## src/rtl/lcd_gpio_defines.svh

```systemverilog
// constants for the lcd-shared gpio port: offsets, fields, reset values
`ifndef LCD_GPIO_DEFINES_SVH
`define LCD_GPIO_DEFINES_SVH

`define GPIO_ADDR_W 8
`define GPIO_IDX_W 6
`define GPIO_OFS_PIN_VALUE 8'h00
`define GPIO_OFS_OUT_LATCH 8'h04
`define GPIO_OFS_DIRECTION 8'h08
`define GPIO_OFS_SHARED_PU 8'h0c
`define GPIO_OFS_SEG_LOW 8'h10

`define GPIO_RST_LATCH 8'h00
`define GPIO_RST_DIR 8'hff
`define GPIO_RST_SEG 8'h00
`define GPIO_RST_PU 1'b0
`define GPIO_ALL_ONES 8'hff
`define GPIO_ALL_ZERO 8'h00

`define GPIO_PU_THIS_BIT 7
`define GPIO_PU_NEXT_BIT 6
`define GPIO_PU_THIRD_BIT 5
`define GPIO_OTHER_PINS_MSB 4

`define AXI_RESP_OKAY 2'b00
`define AXI_RESP_SLVERR 2'b10
`define AXI_DATA_ZERO 32'h0000_0000

`endif

```

## src/rtl/lcd_gpio_pkg.sv

```systemverilog
// types shared by the lcd-shared gpio port
package lcd_gpio_pkg;
   typedef logic [7:0] byte_t;
   typedef logic [4:0] other_pins_t;
   typedef logic [31:0] word_t;
   typedef logic [7:0] addr_t;
   typedef logic [1:0] resp_t;
   typedef enum logic [1:0] {
      bus_idle = 2'b01,
      bus_resp = 2'b10
   } bus_state_e;
endpackage

```

## src/rtl/gpio_sync2.sv

```systemverilog
// two-flop synchroniser for levels arriving from pins
`timescale 1ns/100ps
`default_nettype none
module gpio_sync2 #(
   parameter int WIDTH = 8
) (
   input wire logic aclk,
   input wire logic aresetn,
   input wire logic [WIDTH-1:0] async_in,
   output logic [WIDTH-1:0] sync_out
);
   logic [WIDTH-1:0] meta_q;
   logic [WIDTH-1:0] sync_q;

   // first stage feeds only the second stage
   always_ff @(posedge aclk) begin
      if (!aresetn) begin
         meta_q <= '0;
         sync_q <= '0;
      end else begin
         meta_q <= async_in;
         sync_q <= meta_q;
      end
   end

   assign sync_out = sync_q;
endmodule
`default_nettype wire

```

## src/rtl/lcd_shared_gpio_port_d.sv

```systemverilog
// lcd-shared 8-bit gpio port with axi4-lite register access
//
// Design decisions made here: the AXI4-Lite interface to the registers and the register offsets.
`timescale 1ns/100ps
`default_nettype none
`include "lcd_gpio_defines.svh"

// Summary of operation
// eight bidirectional pins, one bit per register
// direction 0 drives latch, 1 reads pin
// reset leaves every pin a digital input
// shared bit 7 enables all eight pull-ups
// output pins never get a pull-up
// reset leaves every pull-up disabled
// segment enable bit n claims pin n
// segment owner disables port output and input
// segment drive overrides the direction bit
// shared register: three pull-ups, five pin values
// pin-value write loads latch; latch reads latch
module lcd_shared_gpio_port_d #(
   parameter bit SMALL_PACKAGE = 1'b0
) (
   input wire logic aclk,
   input wire logic aresetn,
   input wire lcd_gpio_pkg::addr_t s_axi_awaddr,
   input wire logic s_axi_awvalid,
   output logic s_axi_awready,
   input wire lcd_gpio_pkg::word_t s_axi_wdata,
   input wire logic [3:0] s_axi_wstrb,
   input wire logic s_axi_wvalid,
   output logic s_axi_wready,
   output lcd_gpio_pkg::resp_t s_axi_bresp,
   output logic s_axi_bvalid,
   input wire logic s_axi_bready,
   input wire lcd_gpio_pkg::addr_t s_axi_araddr,
   input wire logic s_axi_arvalid,
   output logic s_axi_arready,
   output lcd_gpio_pkg::word_t s_axi_rdata,
   output lcd_gpio_pkg::resp_t s_axi_rresp,
   output logic s_axi_rvalid,
   input wire logic s_axi_rready,
   input wire lcd_gpio_pkg::byte_t port_pin_in,
   output lcd_gpio_pkg::byte_t port_pin_out,
   output lcd_gpio_pkg::byte_t port_pin_oe,
   output lcd_gpio_pkg::byte_t pin_pullup_on,
   output lcd_gpio_pkg::byte_t lcd_segment_drive,
   input wire lcd_gpio_pkg::other_pins_t shared_port_pins_in,
   output logic pullup_enable_next_port,
   output logic pullup_enable_third_port
);
   import lcd_gpio_pkg::*;

   function automatic logic is_reg(input addr_t a, input addr_t ofs);
      is_reg = (a[`GPIO_ADDR_W-1:2] == ofs[`GPIO_ADDR_W-1:2]);
   endfunction

   function automatic logic is_mapped(input addr_t a);
      is_mapped = is_reg(a, `GPIO_OFS_PIN_VALUE) | is_reg(a, `GPIO_OFS_OUT_LATCH)
         | is_reg(a, `GPIO_OFS_DIRECTION) | is_reg(a, `GPIO_OFS_SHARED_PU)
         | is_reg(a, `GPIO_OFS_SEG_LOW);
   endfunction

   // register state
   byte_t latch_q;
   byte_t dir_q;
   byte_t seg_q;
   logic pu_this_q;
   logic pu_next_q;
   logic pu_third_q;

   // pin-facing flops
   byte_t pin_out_q;
   byte_t pin_oe_q;
   byte_t pullup_q;
   byte_t seg_drive_q;
   logic pu_next_out_q;
   logic pu_third_out_q;

   // synchronised pin levels
   logic [12:0] pins_sync;
   byte_t pin_level;
   other_pins_t other_level;

   gpio_sync2 #(.WIDTH(13)) u_sync (
      .aclk(aclk),
      .aresetn(aresetn),
      .async_in({shared_port_pins_in, port_pin_in}),
      .sync_out(pins_sync)
   );
   assign pin_level = pins_sync[7:0];
   assign other_level = pins_sync[12:8];

   // write channel
   bus_state_e wr_state_q;
   logic awready_q;
   logic wready_q;
   logic aw_have_q;
   logic w_have_q;
   addr_t aw_addr_q;
   byte_t w_byte_q;
   logic w_lane0_q;
   resp_t bresp_q;

   wire aw_fire = s_axi_awvalid & awready_q;
   wire w_fire = s_axi_wvalid & wready_q;
   wire aw_ok = aw_have_q | aw_fire;
   wire w_ok = w_have_q | w_fire;
   wire do_write = aw_ok & w_ok & (wr_state_q == bus_idle);
   wire addr_t wr_addr = aw_have_q ? aw_addr_q : s_axi_awaddr;
   wire byte_t wr_byte = w_have_q ? w_byte_q : s_axi_wdata[7:0];
   wire wr_lane0 = w_have_q ? w_lane0_q : s_axi_wstrb[0];
   wire wr_hit = do_write & wr_lane0;
   // writes through either name land in the latch
   wire wr_latch = wr_hit & (is_reg(wr_addr, `GPIO_OFS_PIN_VALUE)
      | is_reg(wr_addr, `GPIO_OFS_OUT_LATCH));
   wire wr_dir = wr_hit & is_reg(wr_addr, `GPIO_OFS_DIRECTION);
   wire wr_pu = wr_hit & is_reg(wr_addr, `GPIO_OFS_SHARED_PU);
   wire wr_seg = wr_hit & is_reg(wr_addr, `GPIO_OFS_SEG_LOW);
   wire wr_done = (wr_state_q == bus_resp) & s_axi_bready;
   wire aw_have_d = aw_ok & ~do_write;
   wire w_have_d = w_ok & ~do_write;
   wire bvalid_d = do_write | ((wr_state_q == bus_resp) & ~s_axi_bready);

   always_ff @(posedge aclk) begin
      if (!aresetn) begin
         wr_state_q <= bus_idle;
         awready_q <= 1'b0;
         wready_q <= 1'b0;
         aw_have_q <= 1'b0;
         w_have_q <= 1'b0;
         aw_addr_q <= '0;
         w_byte_q <= '0;
         w_lane0_q <= 1'b0;
         bresp_q <= `AXI_RESP_OKAY;
      end else begin
         if (do_write)
            wr_state_q <= bus_resp;
         else if (wr_done)
            wr_state_q <= bus_idle;
         awready_q <= ~aw_have_d & ~bvalid_d;
         wready_q <= ~w_have_d & ~bvalid_d;
         aw_have_q <= aw_have_d;
         w_have_q <= w_have_d;
         if (aw_fire)
            aw_addr_q <= s_axi_awaddr;
         if (w_fire) begin
            w_byte_q <= s_axi_wdata[7:0];
            w_lane0_q <= s_axi_wstrb[0];
         end
         if (do_write)
            bresp_q <= is_mapped(wr_addr) ? `AXI_RESP_OKAY : `AXI_RESP_SLVERR;
      end
   end

   assign s_axi_awready = awready_q;
   assign s_axi_wready = wready_q;
   assign s_axi_bvalid = wr_state_q[1];
   assign s_axi_bresp = bresp_q;

   // register file; pins reset to inputs with pull-ups off
   always_ff @(posedge aclk) begin
      if (!aresetn) begin
         latch_q <= `GPIO_RST_LATCH;
         dir_q <= `GPIO_RST_DIR;
         seg_q <= `GPIO_RST_SEG;
         pu_this_q <= `GPIO_RST_PU;
         pu_next_q <= `GPIO_RST_PU;
         pu_third_q <= `GPIO_RST_PU;
      end else begin
         if (wr_latch)
            latch_q <= wr_byte;
         if (wr_dir)
            dir_q <= wr_byte;
         if (wr_seg)
            seg_q <= wr_byte;
         if (wr_pu) begin
            pu_this_q <= wr_byte[`GPIO_PU_THIS_BIT];
            pu_next_q <= wr_byte[`GPIO_PU_NEXT_BIT];
            // bit does not exist on the small package
            pu_third_q <= wr_byte[`GPIO_PU_THIRD_BIT] & ~SMALL_PACKAGE;
         end
      end
   end

   // pin muxing; segment ownership beats direction and pull-up
   wire byte_t port_owned = ~seg_q;
   wire byte_t drive_en = ~dir_q & port_owned;
   wire byte_t pullup_d = ({8{pu_this_q}} & dir_q & port_owned);
   // input path is dead while the segment owns the pin
   wire byte_t pin_read = pin_level & port_owned;

   always_ff @(posedge aclk) begin
      if (!aresetn) begin
         pin_out_q <= `GPIO_RST_LATCH;
         pin_oe_q <= `GPIO_ALL_ZERO;
         pullup_q <= `GPIO_ALL_ZERO;
         seg_drive_q <= `GPIO_RST_SEG;
         pu_next_out_q <= `GPIO_RST_PU;
         pu_third_out_q <= `GPIO_RST_PU;
      end else begin
         pin_out_q <= latch_q & port_owned;
         pin_oe_q <= drive_en;
         pullup_q <= pullup_d;
         seg_drive_q <= seg_q;
         pu_next_out_q <= pu_next_q;
         pu_third_out_q <= pu_third_q;
      end
   end

   assign port_pin_out = pin_out_q;
   assign port_pin_oe = pin_oe_q;
   assign pin_pullup_on = pullup_q;
   assign lcd_segment_drive = seg_drive_q;
   assign pullup_enable_next_port = pu_next_out_q;
   assign pullup_enable_third_port = pu_third_out_q;

   // read channel
   bus_state_e rd_state_q;
   logic arready_q;
   word_t rdata_q;
   resp_t rresp_q;

   wire ar_fire = s_axi_arvalid & arready_q;
   wire rd_done = (rd_state_q == bus_resp) & s_axi_rready;
   wire byte_t shared_rd = {pu_this_q, pu_next_q, pu_third_q, other_level};
   wire byte_t rd_byte =
      is_reg(s_axi_araddr, `GPIO_OFS_PIN_VALUE) ? pin_read :
      is_reg(s_axi_araddr, `GPIO_OFS_OUT_LATCH) ? latch_q :
      is_reg(s_axi_araddr, `GPIO_OFS_DIRECTION) ? dir_q :
      is_reg(s_axi_araddr, `GPIO_OFS_SHARED_PU) ? shared_rd :
      is_reg(s_axi_araddr, `GPIO_OFS_SEG_LOW) ? seg_q : `GPIO_ALL_ZERO;

   always_ff @(posedge aclk) begin
      if (!aresetn) begin
         rd_state_q <= bus_idle;
         arready_q <= 1'b0;
         rdata_q <= `AXI_DATA_ZERO;
         rresp_q <= `AXI_RESP_OKAY;
      end else begin
         arready_q <= (rd_state_q == bus_idle) & ~ar_fire | rd_done;
         if (ar_fire) begin
            rd_state_q <= bus_resp;
            rdata_q <= {24'h00_0000, rd_byte};
            rresp_q <= is_mapped(s_axi_araddr) ? `AXI_RESP_OKAY : `AXI_RESP_SLVERR;
         end else if (rd_done) begin
            rd_state_q <= bus_idle;
         end
      end
   end

   assign s_axi_arready = arready_q;
   assign s_axi_rvalid = rd_state_q[1];
   assign s_axi_rdata = rdata_q;
   assign s_axi_rresp = rresp_q;

   // checks
   property p_latch_to_pin;
      @(posedge aclk) disable iff (!aresetn)
      wr_latch && !wr_seg && seg_q == `GPIO_ALL_ZERO
         |-> ##2 port_pin_out == $past(wr_byte, 2);
   endproperty
   a_latch_to_pin: assert property (p_latch_to_pin)
      else $error("latch write did not reach the pins");

   property p_dir_drives;
      @(posedge aclk) disable iff (!aresetn)
      ##1 port_pin_oe == ~($past(dir_q) | $past(seg_q));
   endproperty
   a_dir_drives: assert property (p_dir_drives)
      else $error("output enable does not follow direction");

   property p_reset_inputs;
      @(posedge aclk) disable iff (!aresetn)
      $rose(aresetn) |-> port_pin_oe == `GPIO_ALL_ZERO && dir_q == `GPIO_RST_DIR;
   endproperty
   a_reset_inputs: assert property (p_reset_inputs)
      else $error("pins not inputs after reset");

   property p_shared_enable;
      @(posedge aclk) disable iff (!aresetn)
      pin_pullup_on != `GPIO_ALL_ZERO |-> $past(pu_this_q);
   endproperty
   a_shared_enable: assert property (p_shared_enable)
      else $error("pull-up on while shared enable clear");

   property p_no_pullup_on_output;
      @(posedge aclk) disable iff (!aresetn)
      ##1 (pin_pullup_on & ~$past(dir_q)) == `GPIO_ALL_ZERO;
   endproperty
   a_no_pullup_on_output: assert property (p_no_pullup_on_output)
      else $error("pull-up on an output pin");

   property p_reset_pullups;
      @(posedge aclk) disable iff (!aresetn)
      $rose(aresetn) |-> pin_pullup_on == `GPIO_ALL_ZERO && !pu_this_q;
   endproperty
   a_reset_pullups: assert property (p_reset_pullups)
      else $error("pull-ups enabled after reset");

   property p_seg_select;
      @(posedge aclk) disable iff (!aresetn)
      wr_seg |-> ##2 lcd_segment_drive == $past(wr_byte, 2);
   endproperty
   a_seg_select: assert property (p_seg_select)
      else $error("segment enable not applied");

   property p_seg_exclusive;
      @(posedge aclk) disable iff (!aresetn)
      (port_pin_oe & lcd_segment_drive) == `GPIO_ALL_ZERO
         && (pin_pullup_on & lcd_segment_drive) == `GPIO_ALL_ZERO;
   endproperty
   a_seg_exclusive: assert property (p_seg_exclusive)
      else $error("port function active on a segment pin");

   property p_seg_over_dir;
      @(posedge aclk) disable iff (!aresetn)
      (seg_q & ~dir_q) != `GPIO_ALL_ZERO |-> ##1 (port_pin_oe & $past(seg_q)) == `GPIO_ALL_ZERO;
   endproperty
   a_seg_over_dir: assert property (p_seg_over_dir)
      else $error("direction bit drove a segment pin");

   property p_small_pkg;
      @(posedge aclk) disable iff (!aresetn)
      SMALL_PACKAGE |-> !pu_third_q && !pullup_enable_third_port;
   endproperty
   a_small_pkg: assert property (p_small_pkg)
      else $error("missing pull-up bit became set");

   property p_pin_value_write;
      @(posedge aclk) disable iff (!aresetn)
      wr_hit && is_reg(wr_addr, `GPIO_OFS_PIN_VALUE) |-> ##1 latch_q == $past(wr_byte);
   endproperty
   a_pin_value_write: assert property (p_pin_value_write)
      else $error("pin-value write missed the latch");
endmodule
`default_nettype wire

```

## config.mk

```make
export PLATFORM = sky130hd
export DESIGN_NAME = lcd_shared_gpio_port_d
export DESIGN_NICKNAME = d
export VERILOG_FILES = /design/src/rtl/lcd_gpio_pkg.sv /design/src/rtl/gpio_sync2.sv /design/src/rtl/lcd_shared_gpio_port_d.sv
export VERILOG_INCLUDE_DIRS = /design/src /design/src/rtl
export SDC_FILE = /design/constraint.sdc
export NUM_CORES = 1
export LEC_CHECK = 0
export BUFFER_PORTS_ARGS = -buffer_cell sky130_fd_sc_hd__buf_2
export CAP_MARGIN = 20
export CORE_MARGIN = 2
export CORE_UTILIZATION = 51
export CTS_BUF_LIST = sky130_fd_sc_hd__clkbuf_4 sky130_fd_sc_hd__clkbuf_8 sky130_fd_sc_hd__clkbuf_16
export DETAILED_ROUTE_END_ITERATION = 8
export PLACE_DENSITY = 0.8
export SYNTH_ARGS = -nofsm -noshare
export SYNTH_HDL_FRONTEND = slang
export SYNTH_SLANG_ARGS = --single-unit
```

## constraint.sdc

```tcl
create_clock -name aclk -period 2.3 [get_ports aclk]
set_clock_uncertainty 0.2 [all_clocks]
set_input_delay 0.23 -clock aclk [delete_from_list [all_inputs] [get_ports aclk]]
set_output_delay 0.23 -clock aclk [all_outputs]
set_load 0.02 [all_outputs]
```

# ---- Word-level counts from Yosys, hierarchy flattened
# Cells that the tools add are included.
dict set report word_totals {
  reg_bits 125
  inputBits 72
  elab_cells 100
}
dict set report classes {
  n_eq_ne 12
  mux 14
  bitwise 43
  n_reduce_logical 4
}
# operator count
set op_table {}
lappend op_table {{$mux W8} 7}
lappend op_table {{$and A8 B8 Y8} 5}
lappend op_table {{$eq A6 B2 Y1 const B} 4}
lappend op_table {{$and A1 B1 Y1} 18}
lappend op_table {{$not A8 Y8} 2}
lappend op_table {{$eq A6 B1 Y1 const B} 2}
lappend op_table {{$eq A6 B3 Y1 const B} 2}
lappend op_table {{$logic_not A6 Y1} 2}
lappend op_table {{$mux W2} 6}
lappend op_table {{$or A1 B1 Y1} 12}
lappend op_table {{$not A1 Y1} 6}
lappend op_table {{$eq A2 B1 Y1 const B} 2}
lappend op_table {{$eq A2 B2 Y1 const B} 2}
lappend op_table {{$reduce_bool A2 Y1} 2}
lappend op_table {{$mux W1} 1}

# ---- Depth between registers and ports, before layout
# Gate-level depths: netlist (run 1).
dict set report depth {
  ltp_word 8
  mapped_depth 6
}

# ---- Hierarchy
# From an unflattened synthesis (run 1), not the netlist that was laid out.
dict set report hier_totals {
  hier_cells 487
  hier_area_um2 4828.4
}
# module instances cells_per_inst area_each_um2 seq_area_each_um2
set modules_own_cells {}
lappend modules_own_cells {lcd_shared_gpio_port_d 1 433 4097.7 1901.8}
lappend modules_own_cells {gpio_sync2 1 54 730.7 520.5}

# ---- Worst setup path before layout (run 1)
# No wires, ideal clock.
dict set report synth_timing {
  path_kind {reg-to-reg}
  from {register awready_q, in the netlist s_axi_awready}
  to {register latch_q[0]}
  setup_ps 72
  arrival_ps 1818
  required_time_ps 2028
  setup_slack_ps 210
  path_stages_with_launch 6
  path_buffers 1
  period_less_slack_ps 2090
  path_cell_list {dfxtp_1 > buf_2 > a21oi_2 > or2_1 > nor4_4 > mux2i_1}
}
dict set report synth_via {
  elab_chain_cells 6
}
# element line_no
set synth_rtl {}
lappend synth_rtl {{start: declaration} lcd_shared_gpio_port_d.sv:95} ;# logic awready_q;
lappend synth_rtl {{start signal: assignment} lcd_shared_gpio_port_d.sv:140} ;# awready_q <= ~aw_have_d & ~bvalid_d;
lappend synth_rtl {{$and A1 B1 Y1} lcd_shared_gpio_port_d.sv:104} ;# wire aw_fire = s_axi_awvalid & awready_q;
lappend synth_rtl {{$or A1 B1 Y1} lcd_shared_gpio_port_d.sv:106} ;# wire aw_ok = aw_have_q | aw_fire;
lappend synth_rtl {{$and A1 B1 Y1 (2 in a row)} lcd_shared_gpio_port_d.sv:108} ;# wire do_write = aw_ok & w_ok & (wr_state_q == bus_idle);
lappend synth_rtl {{$and A1 B1 Y1} lcd_shared_gpio_port_d.sv:112} ;# wire wr_hit = do_write & wr_lane0;
lappend synth_rtl {{$and A1 B1 Y1} lcd_shared_gpio_port_d.sv:114} ;# wire wr_latch = wr_hit & (is_reg(wr_addr, `GPIO_OFS_PIN_VALUE)
lappend synth_rtl {{end signal: assignment} lcd_shared_gpio_port_d.sv:163} ;# latch_q <= `GPIO_RST_LATCH;
lappend synth_rtl {{end signal: assignment} lcd_shared_gpio_port_d.sv:171} ;# latch_q <= wr_byte;
lappend synth_rtl {{end: declaration} lcd_shared_gpio_port_d.sv:64} ;# byte_t latch_q;
# Every way passes these cells.
# A chain may end at the register's enable or synchronous reset.

# ---- Final worst setup path (run 1)
dict set report layout_timing {
  from {register awready_q, in the netlist s_axi_awready}
  to {register seg_q[4]}
}
dict set report layout_via {
  elab_chain_cells 6
}
# element line_no
set layout_rtl {}
lappend layout_rtl {{$and A1 B1 Y1} lcd_shared_gpio_port_d.sv:104}
lappend layout_rtl {{$or A1 B1 Y1} lcd_shared_gpio_port_d.sv:106}
lappend layout_rtl {{$and A1 B1 Y1 (2 in a row)} lcd_shared_gpio_port_d.sv:108}
lappend layout_rtl {{$and A1 B1 Y1} lcd_shared_gpio_port_d.sv:112}
lappend layout_rtl {{$and A1 B1 Y1} lcd_shared_gpio_port_d.sv:118} ;# wire wr_seg = wr_hit & is_reg(wr_addr, `GPIO_OFS_SEG_LOW);
lappend layout_rtl {{end signal: assignment} lcd_shared_gpio_port_d.sv:165} ;# seg_q <= `GPIO_RST_SEG;
lappend layout_rtl {{end signal: assignment} lcd_shared_gpio_port_d.sv:175} ;# seg_q <= wr_byte;
lappend layout_rtl {{end: declaration} lcd_shared_gpio_port_d.sv:66} ;# byte_t seg_q;
# Every way passes these cells.

==> flow_metrics.tcl, run 1 <==
set metrics [dict create \
    worst_setup_path_end_kind "flip-flop" \
    yosys.cell_count.top_type "dfxtp_1" \
    power_per_cell_area_nw_per_um2 855 \
    max_slew_margin 0.577 \
    max_freq_mhz 468 \
    fp.dieArea_um2 10000 \
    cts_num_sinks 121 \
    routedWlPerCell_um 15.5 \
    rrSetupSlack_ns 0.16 \
    post_route_cells_drive_above_1_share 0.230 \
    gp_routability_congestion 0.882 \
    overflow 0 \
    synth-edff-count 0 \
    cp_num_buf_inv 1 \
    grt_antenna_before_repair 0 \
    cp_top_family "simple AND/OR/NAND/NOR gates" \
    groute.usage.overall 0.238 \
    cpMaxStageDelayCell "dfxtp_1" \
    critical_path.max_stage_delay_ns 0.50 \
    vias_per_cell 5.42 \
    power.leakage_nw 2.59 \
    portBuffers 89 \
    boundaryPins 147 \
    outcome "finished, final reports clean" \
    clk_root_buffer_cell "clkbuf_8" \
    layout_min_cycle_time_ns 2.14 \
    synth_top_area_frac 0.513 \
    hp-start "s_axi_araddr[2]" \
    ys.flop_type "dfxtp_1" \
    largest_net_degree_at_the_start_of_global_routing 38 \
    slew_viol_final 0 \
    r2r_cells 5 \
    timing.critical_path.required_ns 2.55 \
    hold_end "s_axi_rdata[3]$_SDFFE_PN0P_" \
    antennaDiodeCount 0 \
    reg_to_reg_end "seg_q[4]$_SDFFE_PN0P_" \
    netlist_instances 492 \
    clock_transition_time_at_the_flip_flop_clock_pins_of_the_worst_setup_and_hold_paths_ns 0.06 \
    vias_in_the_first_global_route 3886 \
    synth.area.top_cells "dfxtp_1 (51%), nand2_1 (4.8%), buf_4 (4.3%), mux2i_1 (4.2%), and2_1 (4.0%)" \
    cts.htree.levels 4 \
    timing.rr.start "s_axi_awready$_SDFF_PN0_" \
    finalSetupViolCount 0 \
    detail_route.first_pass.iterations 5 \
    layout_worst_path_cycle_share 0.928 \
    area_growth_pct 31.4 \
    holdPathStages 4 \
    grt_pass1_wl_um 18700 \
    critical_path.startpoint_type "flip-flop" \
    clk-insertion-delay-late_ns 0.52 \
    ir_worst_vdd_v 0.000446 \
    worst_hold_slack_ns 0.0192 \
    max_slew.worst_pin.slew_ns 0.630 \
    via_count 4056 \
    startpoint "s_axi_awready$_SDFF_PN0_" \
    syn_area_um2 4720 \
    nFillCells 676 \
    drc_errors_left 0 \
    post-cts-setup-buffer-count 0 \
    row_count 35 \
    register_area_um2 2420 \
    routed_wirelength_um 11600 \
    max_cap_viols 0 \
    synthArstFlopShare 0 \
    multi_input_area_um2 2060 \
    finish.utilization 0.681 \
    syn_avg_cell_area_um2 9.60 \
    synthDominantAreaCellType "dfxtp_1" \
    final_cell_area_um2 6200 \
    core_um2 9110 \
    dieHeight_um 100 \
    rsz0062_at_grt "false" \
    cts_made_buffers 17 \
    ys_ff_latch 121 \
    cts_tree "yes" \
    initial_utilization 0.518 \
    synth_sequential_area_ratio 0.513 \
    drt-initial-drc-count 264 \
    distinct_cell_type_count_of_the_synthesized_netlist 43 \
    critical_path.cell_chain "a21oi_2, or2_1, nor4b_2, buf_4, mux2i_1" \
    synth_warnings 0 \
    hpwlAfterDp_um 7650 \
    min_path_type "primary input to flip-flop" \
    crit_arrival_ns 2.38 \
    final_nets 697 \
    finalWorstSetupSlack_ns 0.165 \
    crit_type "flip-flop to flip-flop" \
    report.final.hold_viol_count 0 \
    route.antenna.remaining_nets 0 \
    setup_total_negative_slack_ns 0 \
    clock_path_buffers 2 \
    placed_area_um2 5200 \
    die-width_um 100 \
    worst-path-max-fanout 9 \
    ys_top_cells_by_count "dfxtp_1 (121), nand2_1 (60), and2_1 (30)" \
    pre_cts_slack_ns 0.174 \
]
-- where the power goes --
| group | internal [W] | total (W) | switching [W] |
|---|---|---|---|
| registers | 0.00216 | 0.00221 | 0.0000444 |
| logic | 0.000183 | 0.000458 | 0.000275 |
| clock network | 0.00168 | 0.00264 | 0.000961 |
-- metrics by stage --
stage	total power, W	cells
finish	0.00531	749
global route	0.00547	749
CTS	0.00534	749
detailed placement	0.00264	677
global placement	0.00263	677
floorplan	0.00255	517
-- area by class of cell --
| cell class | count | share of cell area |
|---|---|---|
| sequential | 121 | 0.391 |
| clock inverter | 13 | 0.0272 |
| tap | 111 | 0.0224 |
| clock buffer | 19 | 0.0692 |
| timing repair buffer | 142 | 0.152 |
| multi-input combinational | 333 | 0.332 |
| inverter | 10 | 0.00605 |
-- worst register-to-register path: stages, from the launching register on --
cell and delay (ns):
dfxtp_1 0.50, a21oi_2 0.18, or2_1 0.32, nor4b_2 0.41
buf_4 0.25, mux2i_1 0.20
-- cells by family (layout without fill, tap and decap cells) --
group	Yosys count	count (layout)	synth area share
AO/OA/AOI/OAI	80	80	0.108
flip-flops	121	121	0.513
other	1	26	0.000794
multiplexers	31	31	0.0686
AND/OR/NAND/NOR	196	196	0.236
buffers and inverters	63	184	0.0729
-- worst max path at each step --
stage / slack [ns] / cells past startpoint / endpoint
4_1_cts: 0.09 / 5 / seg_q[4]$_SDFFE_PN0P_
6_report: 0.16 / 5 / seg_q[4]$_SDFFE_PN0P_
2_1_floorplan: 0.21 / 5 / latch_q[0]$_SDFFE_PN0P_
3_5_place_dp: 0.17 / 5 / seg_q[1]$_SDFFE_PN0P_
3_3_place_gp: 0.25 / 5 / seg_q[3]$_SDFFE_PN0P_
5_1_grt: 0.05 / 5 / seg_q[3]$_SDFFE_PN0P_
-- placed cells by master (no fill, tap or decap), types with 9 or more instances in the layout --
cell,n
a21oi_1,24
nor3_1,11
buf_4,13
clkbuf_16,16
nor3b_1,17
dlygate4sd3_1,40
mux2i_1,20
nand4b_1,9
nor2_1,10
nand3_1,25
mux2_1,9
inv_1,9
nand2_1,60
dfxtp_1,120
o21ai_1,12
and2_1,30
conb_1,26
nand2b_1,9
buf_2,89
o21ai_0,9
a31oi_1,16
-- what timing repair did --
| action | in CTS | in global routing |
|---|---|---|
| hold endpoints to repair | 43 | 0 |
| resized for setup | 0 | 1 |
| endpoints found under the setup margin | 0 | 6 |
| hold buffers | 40 | 0 |
-- per-layer routing --
layer | global-route usage | vias up | share of wire
met5 | 0 | - | 0
met1 | 0.284 | 1878 | 0.39
met3 | 0.0655 | 30 | 0.077
li1 | - | 1946 | -
met4 | 0.112 | 0 | 0.028
met2 | 0.396 | 202 | 0.50
-- state kept, by name (all words and copies together), names as in the netlist, 8 cells and up --
name	cells
port_pin_out	8
u_sync.meta_q	13
lcd_segment_drive	8
u_sync.sync_out	13
pin_pullup_on	8
w_byte_q	8
s_axi_rdata	8
port_pin_oe	8
dir_q	8
latch_q	8
seg_q	8
No activity file was read; power rests on OpenSTA's default activity.
==> inputs of run 2 (changes only) <==
RECOVER_POWER = 100   (was unset)
==> flow_metrics.tcl, run 2 (same netlist as run 1, synthesis figures left out) <==
set metrics [dict create \
    cts_tree "yes" \
    groute.usage.overall 0.238 \
    register_area_um2 2420 \
    routed_wirelength_um 11600 \
    crit_type "flip-flop to flip-flop" \
    largest_net_degree_at_the_start_of_global_routing 38 \
    clk-insertion-delay-late_ns 0.52 \
    hpwlAfterDp_um 7650 \
    power_dissipated_by_switching_net_loads_w 0.00128 \
    via_count 4042 \
    slew_viol_final 0 \
    overflow 0 \
    totalPowerFinal_w 0.00530 \
    finalSetupViolCount 0 \
    cell_internal_pwr_w 0.00402 \
    clock_path_buffers 2 \
    antennaDiodeCount 0 \
    clk_root_buffer_cell "clkbuf_8" \
    portBuffers 89 \
    detail_route.first_pass.iterations 5 \
    layout_min_cycle_time_ns 2.20 \
    flop_pwr_share 0.417 \
    rsz0062_at_grt "false" \
    grt_antenna_before_repair 0 \
    max_slew_margin 0.512 \
    cts_num_sinks 121 \
    setup_total_negative_slack_ns 0 \
    most_common_library_cell_in_the_layout_ignoring_fill_and_taps "dfxtp_1" \
    cts.htree.levels 4 \
    grt_pass1_wl_um 18700 \
    core_um2 9110 \
    initial_utilization 0.518 \
    dieHeight_um 100 \
    crit_arrival_ns 2.44 \
    timing.critical_path.required_ns 2.54 \
    power.leakage_nw 2.36 \
    routedWlPerCell_um 15.5 \
    route.antenna.remaining_nets 0 \
    die-width_um 100 \
    worst_hold_slack_ns 0.0252 \
    vias_in_the_first_global_route 3886 \
    row_count 35 \
    ir_worst_vdd_v 0.000446 \
    critical_path.startpoint_type "flip-flop" \
    layout_worst_path_cycle_share 0.955 \
    drt-initial-drc-count 193 \
    area_growth_pct 29.4 \
    vias_per_cell 5.40 \
    worst_setup_path_end_kind "flip-flop" \
    max_slew.worst_pin.slew_ns 0.731 \
    combinationalPowerShare 0.084 \
    max_freq_mhz 455 \
    min_path_type "primary input to flip-flop" \
    final_nets 697 \
    report.final.hold_viol_count 0 \
    boundaryPins 147 \
    power_per_cell_area_nw_per_um2 867 \
    max_cap_viols 0 \
    gp_routability_congestion 0.882 \
    worst-path-max-fanout 12 \
    layout_common_cells "dfxtp_1 (120), nand2_1 (60), clkbuf_1 (53)" \
    post_route_cells_drive_above_1_share 0.144 \
    power_frac_clock 0.500 \
    drc_errors_left 0 \
    cts_made_buffers 17 \
    clock_transition_time_at_the_flip_flop_clock_pins_of_the_worst_setup_and_hold_paths_ns 0.06 \
    outcome "finished, final reports clean" \
    fp.dieArea_um2 10000 \
    nFillCells 712 \
    multi_input_area_um2 2050 \
    switching_power_as_a_share_of_total_power 0.242 \
]
run 2: cell types whose count changed in the layout (fill, tap and decap cells not counted), moves of 5 or more:
cell      change
clkbuf_1     +53
and2_1        -8
and2_0        +8
o21ai_0       +8
buf_2        -51
o21ai_1       -8
buf_4         -5
run 2: area by class of cell:
class | instances | share of cell area
Timing Repair Buffer | 142 | 0.141
Clock inverter | 13 | 0.0276
Tap cell | 111 | 0.0227
Inverter | 10 | 0.00614
Multi-Input combinational cell | 333 | 0.335
Sequential cell | 121 | 0.397
Clock buffer | 19 | 0.0702
run 2: power by group through the flow:
| stage | sequential (W) | combinational [W] | clock (W) |
|---|---|---|---|
| after floorplan | 0.00226 | 0.000288 | 0 |
| after global placement | 0.00224 | 0.000383 | 0 |
| after detailed placement | 0.00225 | 0.000394 | 0 |
| after CTS | 0.00220 | 0.000452 | 0.00268 |
| after global routing | 0.00221 | 0.000480 | 0.00276 |
| final | 0.00221 | 0.000444 | 0.00265 |
run 2: critical path, cell delays in order (launching register included):
cell and delay, ns:
dfxtp_1 0.61, nand2_1 0.16, a2bb2o_4 0.30, nor4_4 0.25
clkbuf_2 0.35, mux2i_1 0.24
run 2: final timing paths:
| check | cells after the start | slack [ns] | end | start |
|---|---|---|---|---|
| hold / removal | 3 | 0.03 | s_axi_awready$_SDFF_PN0_ | s_axi_awvalid |
| hold reg to reg | 1 | 0.22 | u_sync.sync_out[2]$_SDFF_PN0_ | u_sync.meta_q[2]$_SDFF_PN0_ |
| setup / recovery | 5 | 0.10 | latch_q[0]$_SDFFE_PN0P_ | w_have_q$_SDFF_PN0_ |
| setup reg to reg | 5 | 0.10 | latch_q[0]$_SDFFE_PN0P_ | w_have_q$_SDFF_PN0_ |
run 2: through the flow:
| step | worst slack (ns) | instances | util | area (um2) |
|---|---|---|---|---|
| global route | 0.0378 | 749 | 0.671 | 6110 |
| global placement | 0.249 | 677 | 0.571 | 5200 |
| finish | 0.104 | 749 | 0.671 | 6110 |
| floorplan | 0.210 | 517 | - | 4820 |
| detailed placement | 0.174 | 677 | 0.571 | 5200 |
| CTS | 0.0892 | 749 | 0.681 | 6200 |
run 2: layer usage:
metal	wire length, um	vias to the layer above	share of wire	GRT usage
met5	0	-	0	0
met4	312	0	0.027	0.112
met3	925	31	0.079	0.0655
met2	5790	184	0.50	0.396
met1	4610	1883	0.40	0.284
li1	-	1944	-	-
run 2: repair_timing:
action / in CTS / in global routing
gates resized for setup: 0 / 1
setup endpoints to repair: 0 / 6
buffers inserted: 0 / 0
hold buffers: 40 / 0
endpoints found under the hold margin: 43 / 0
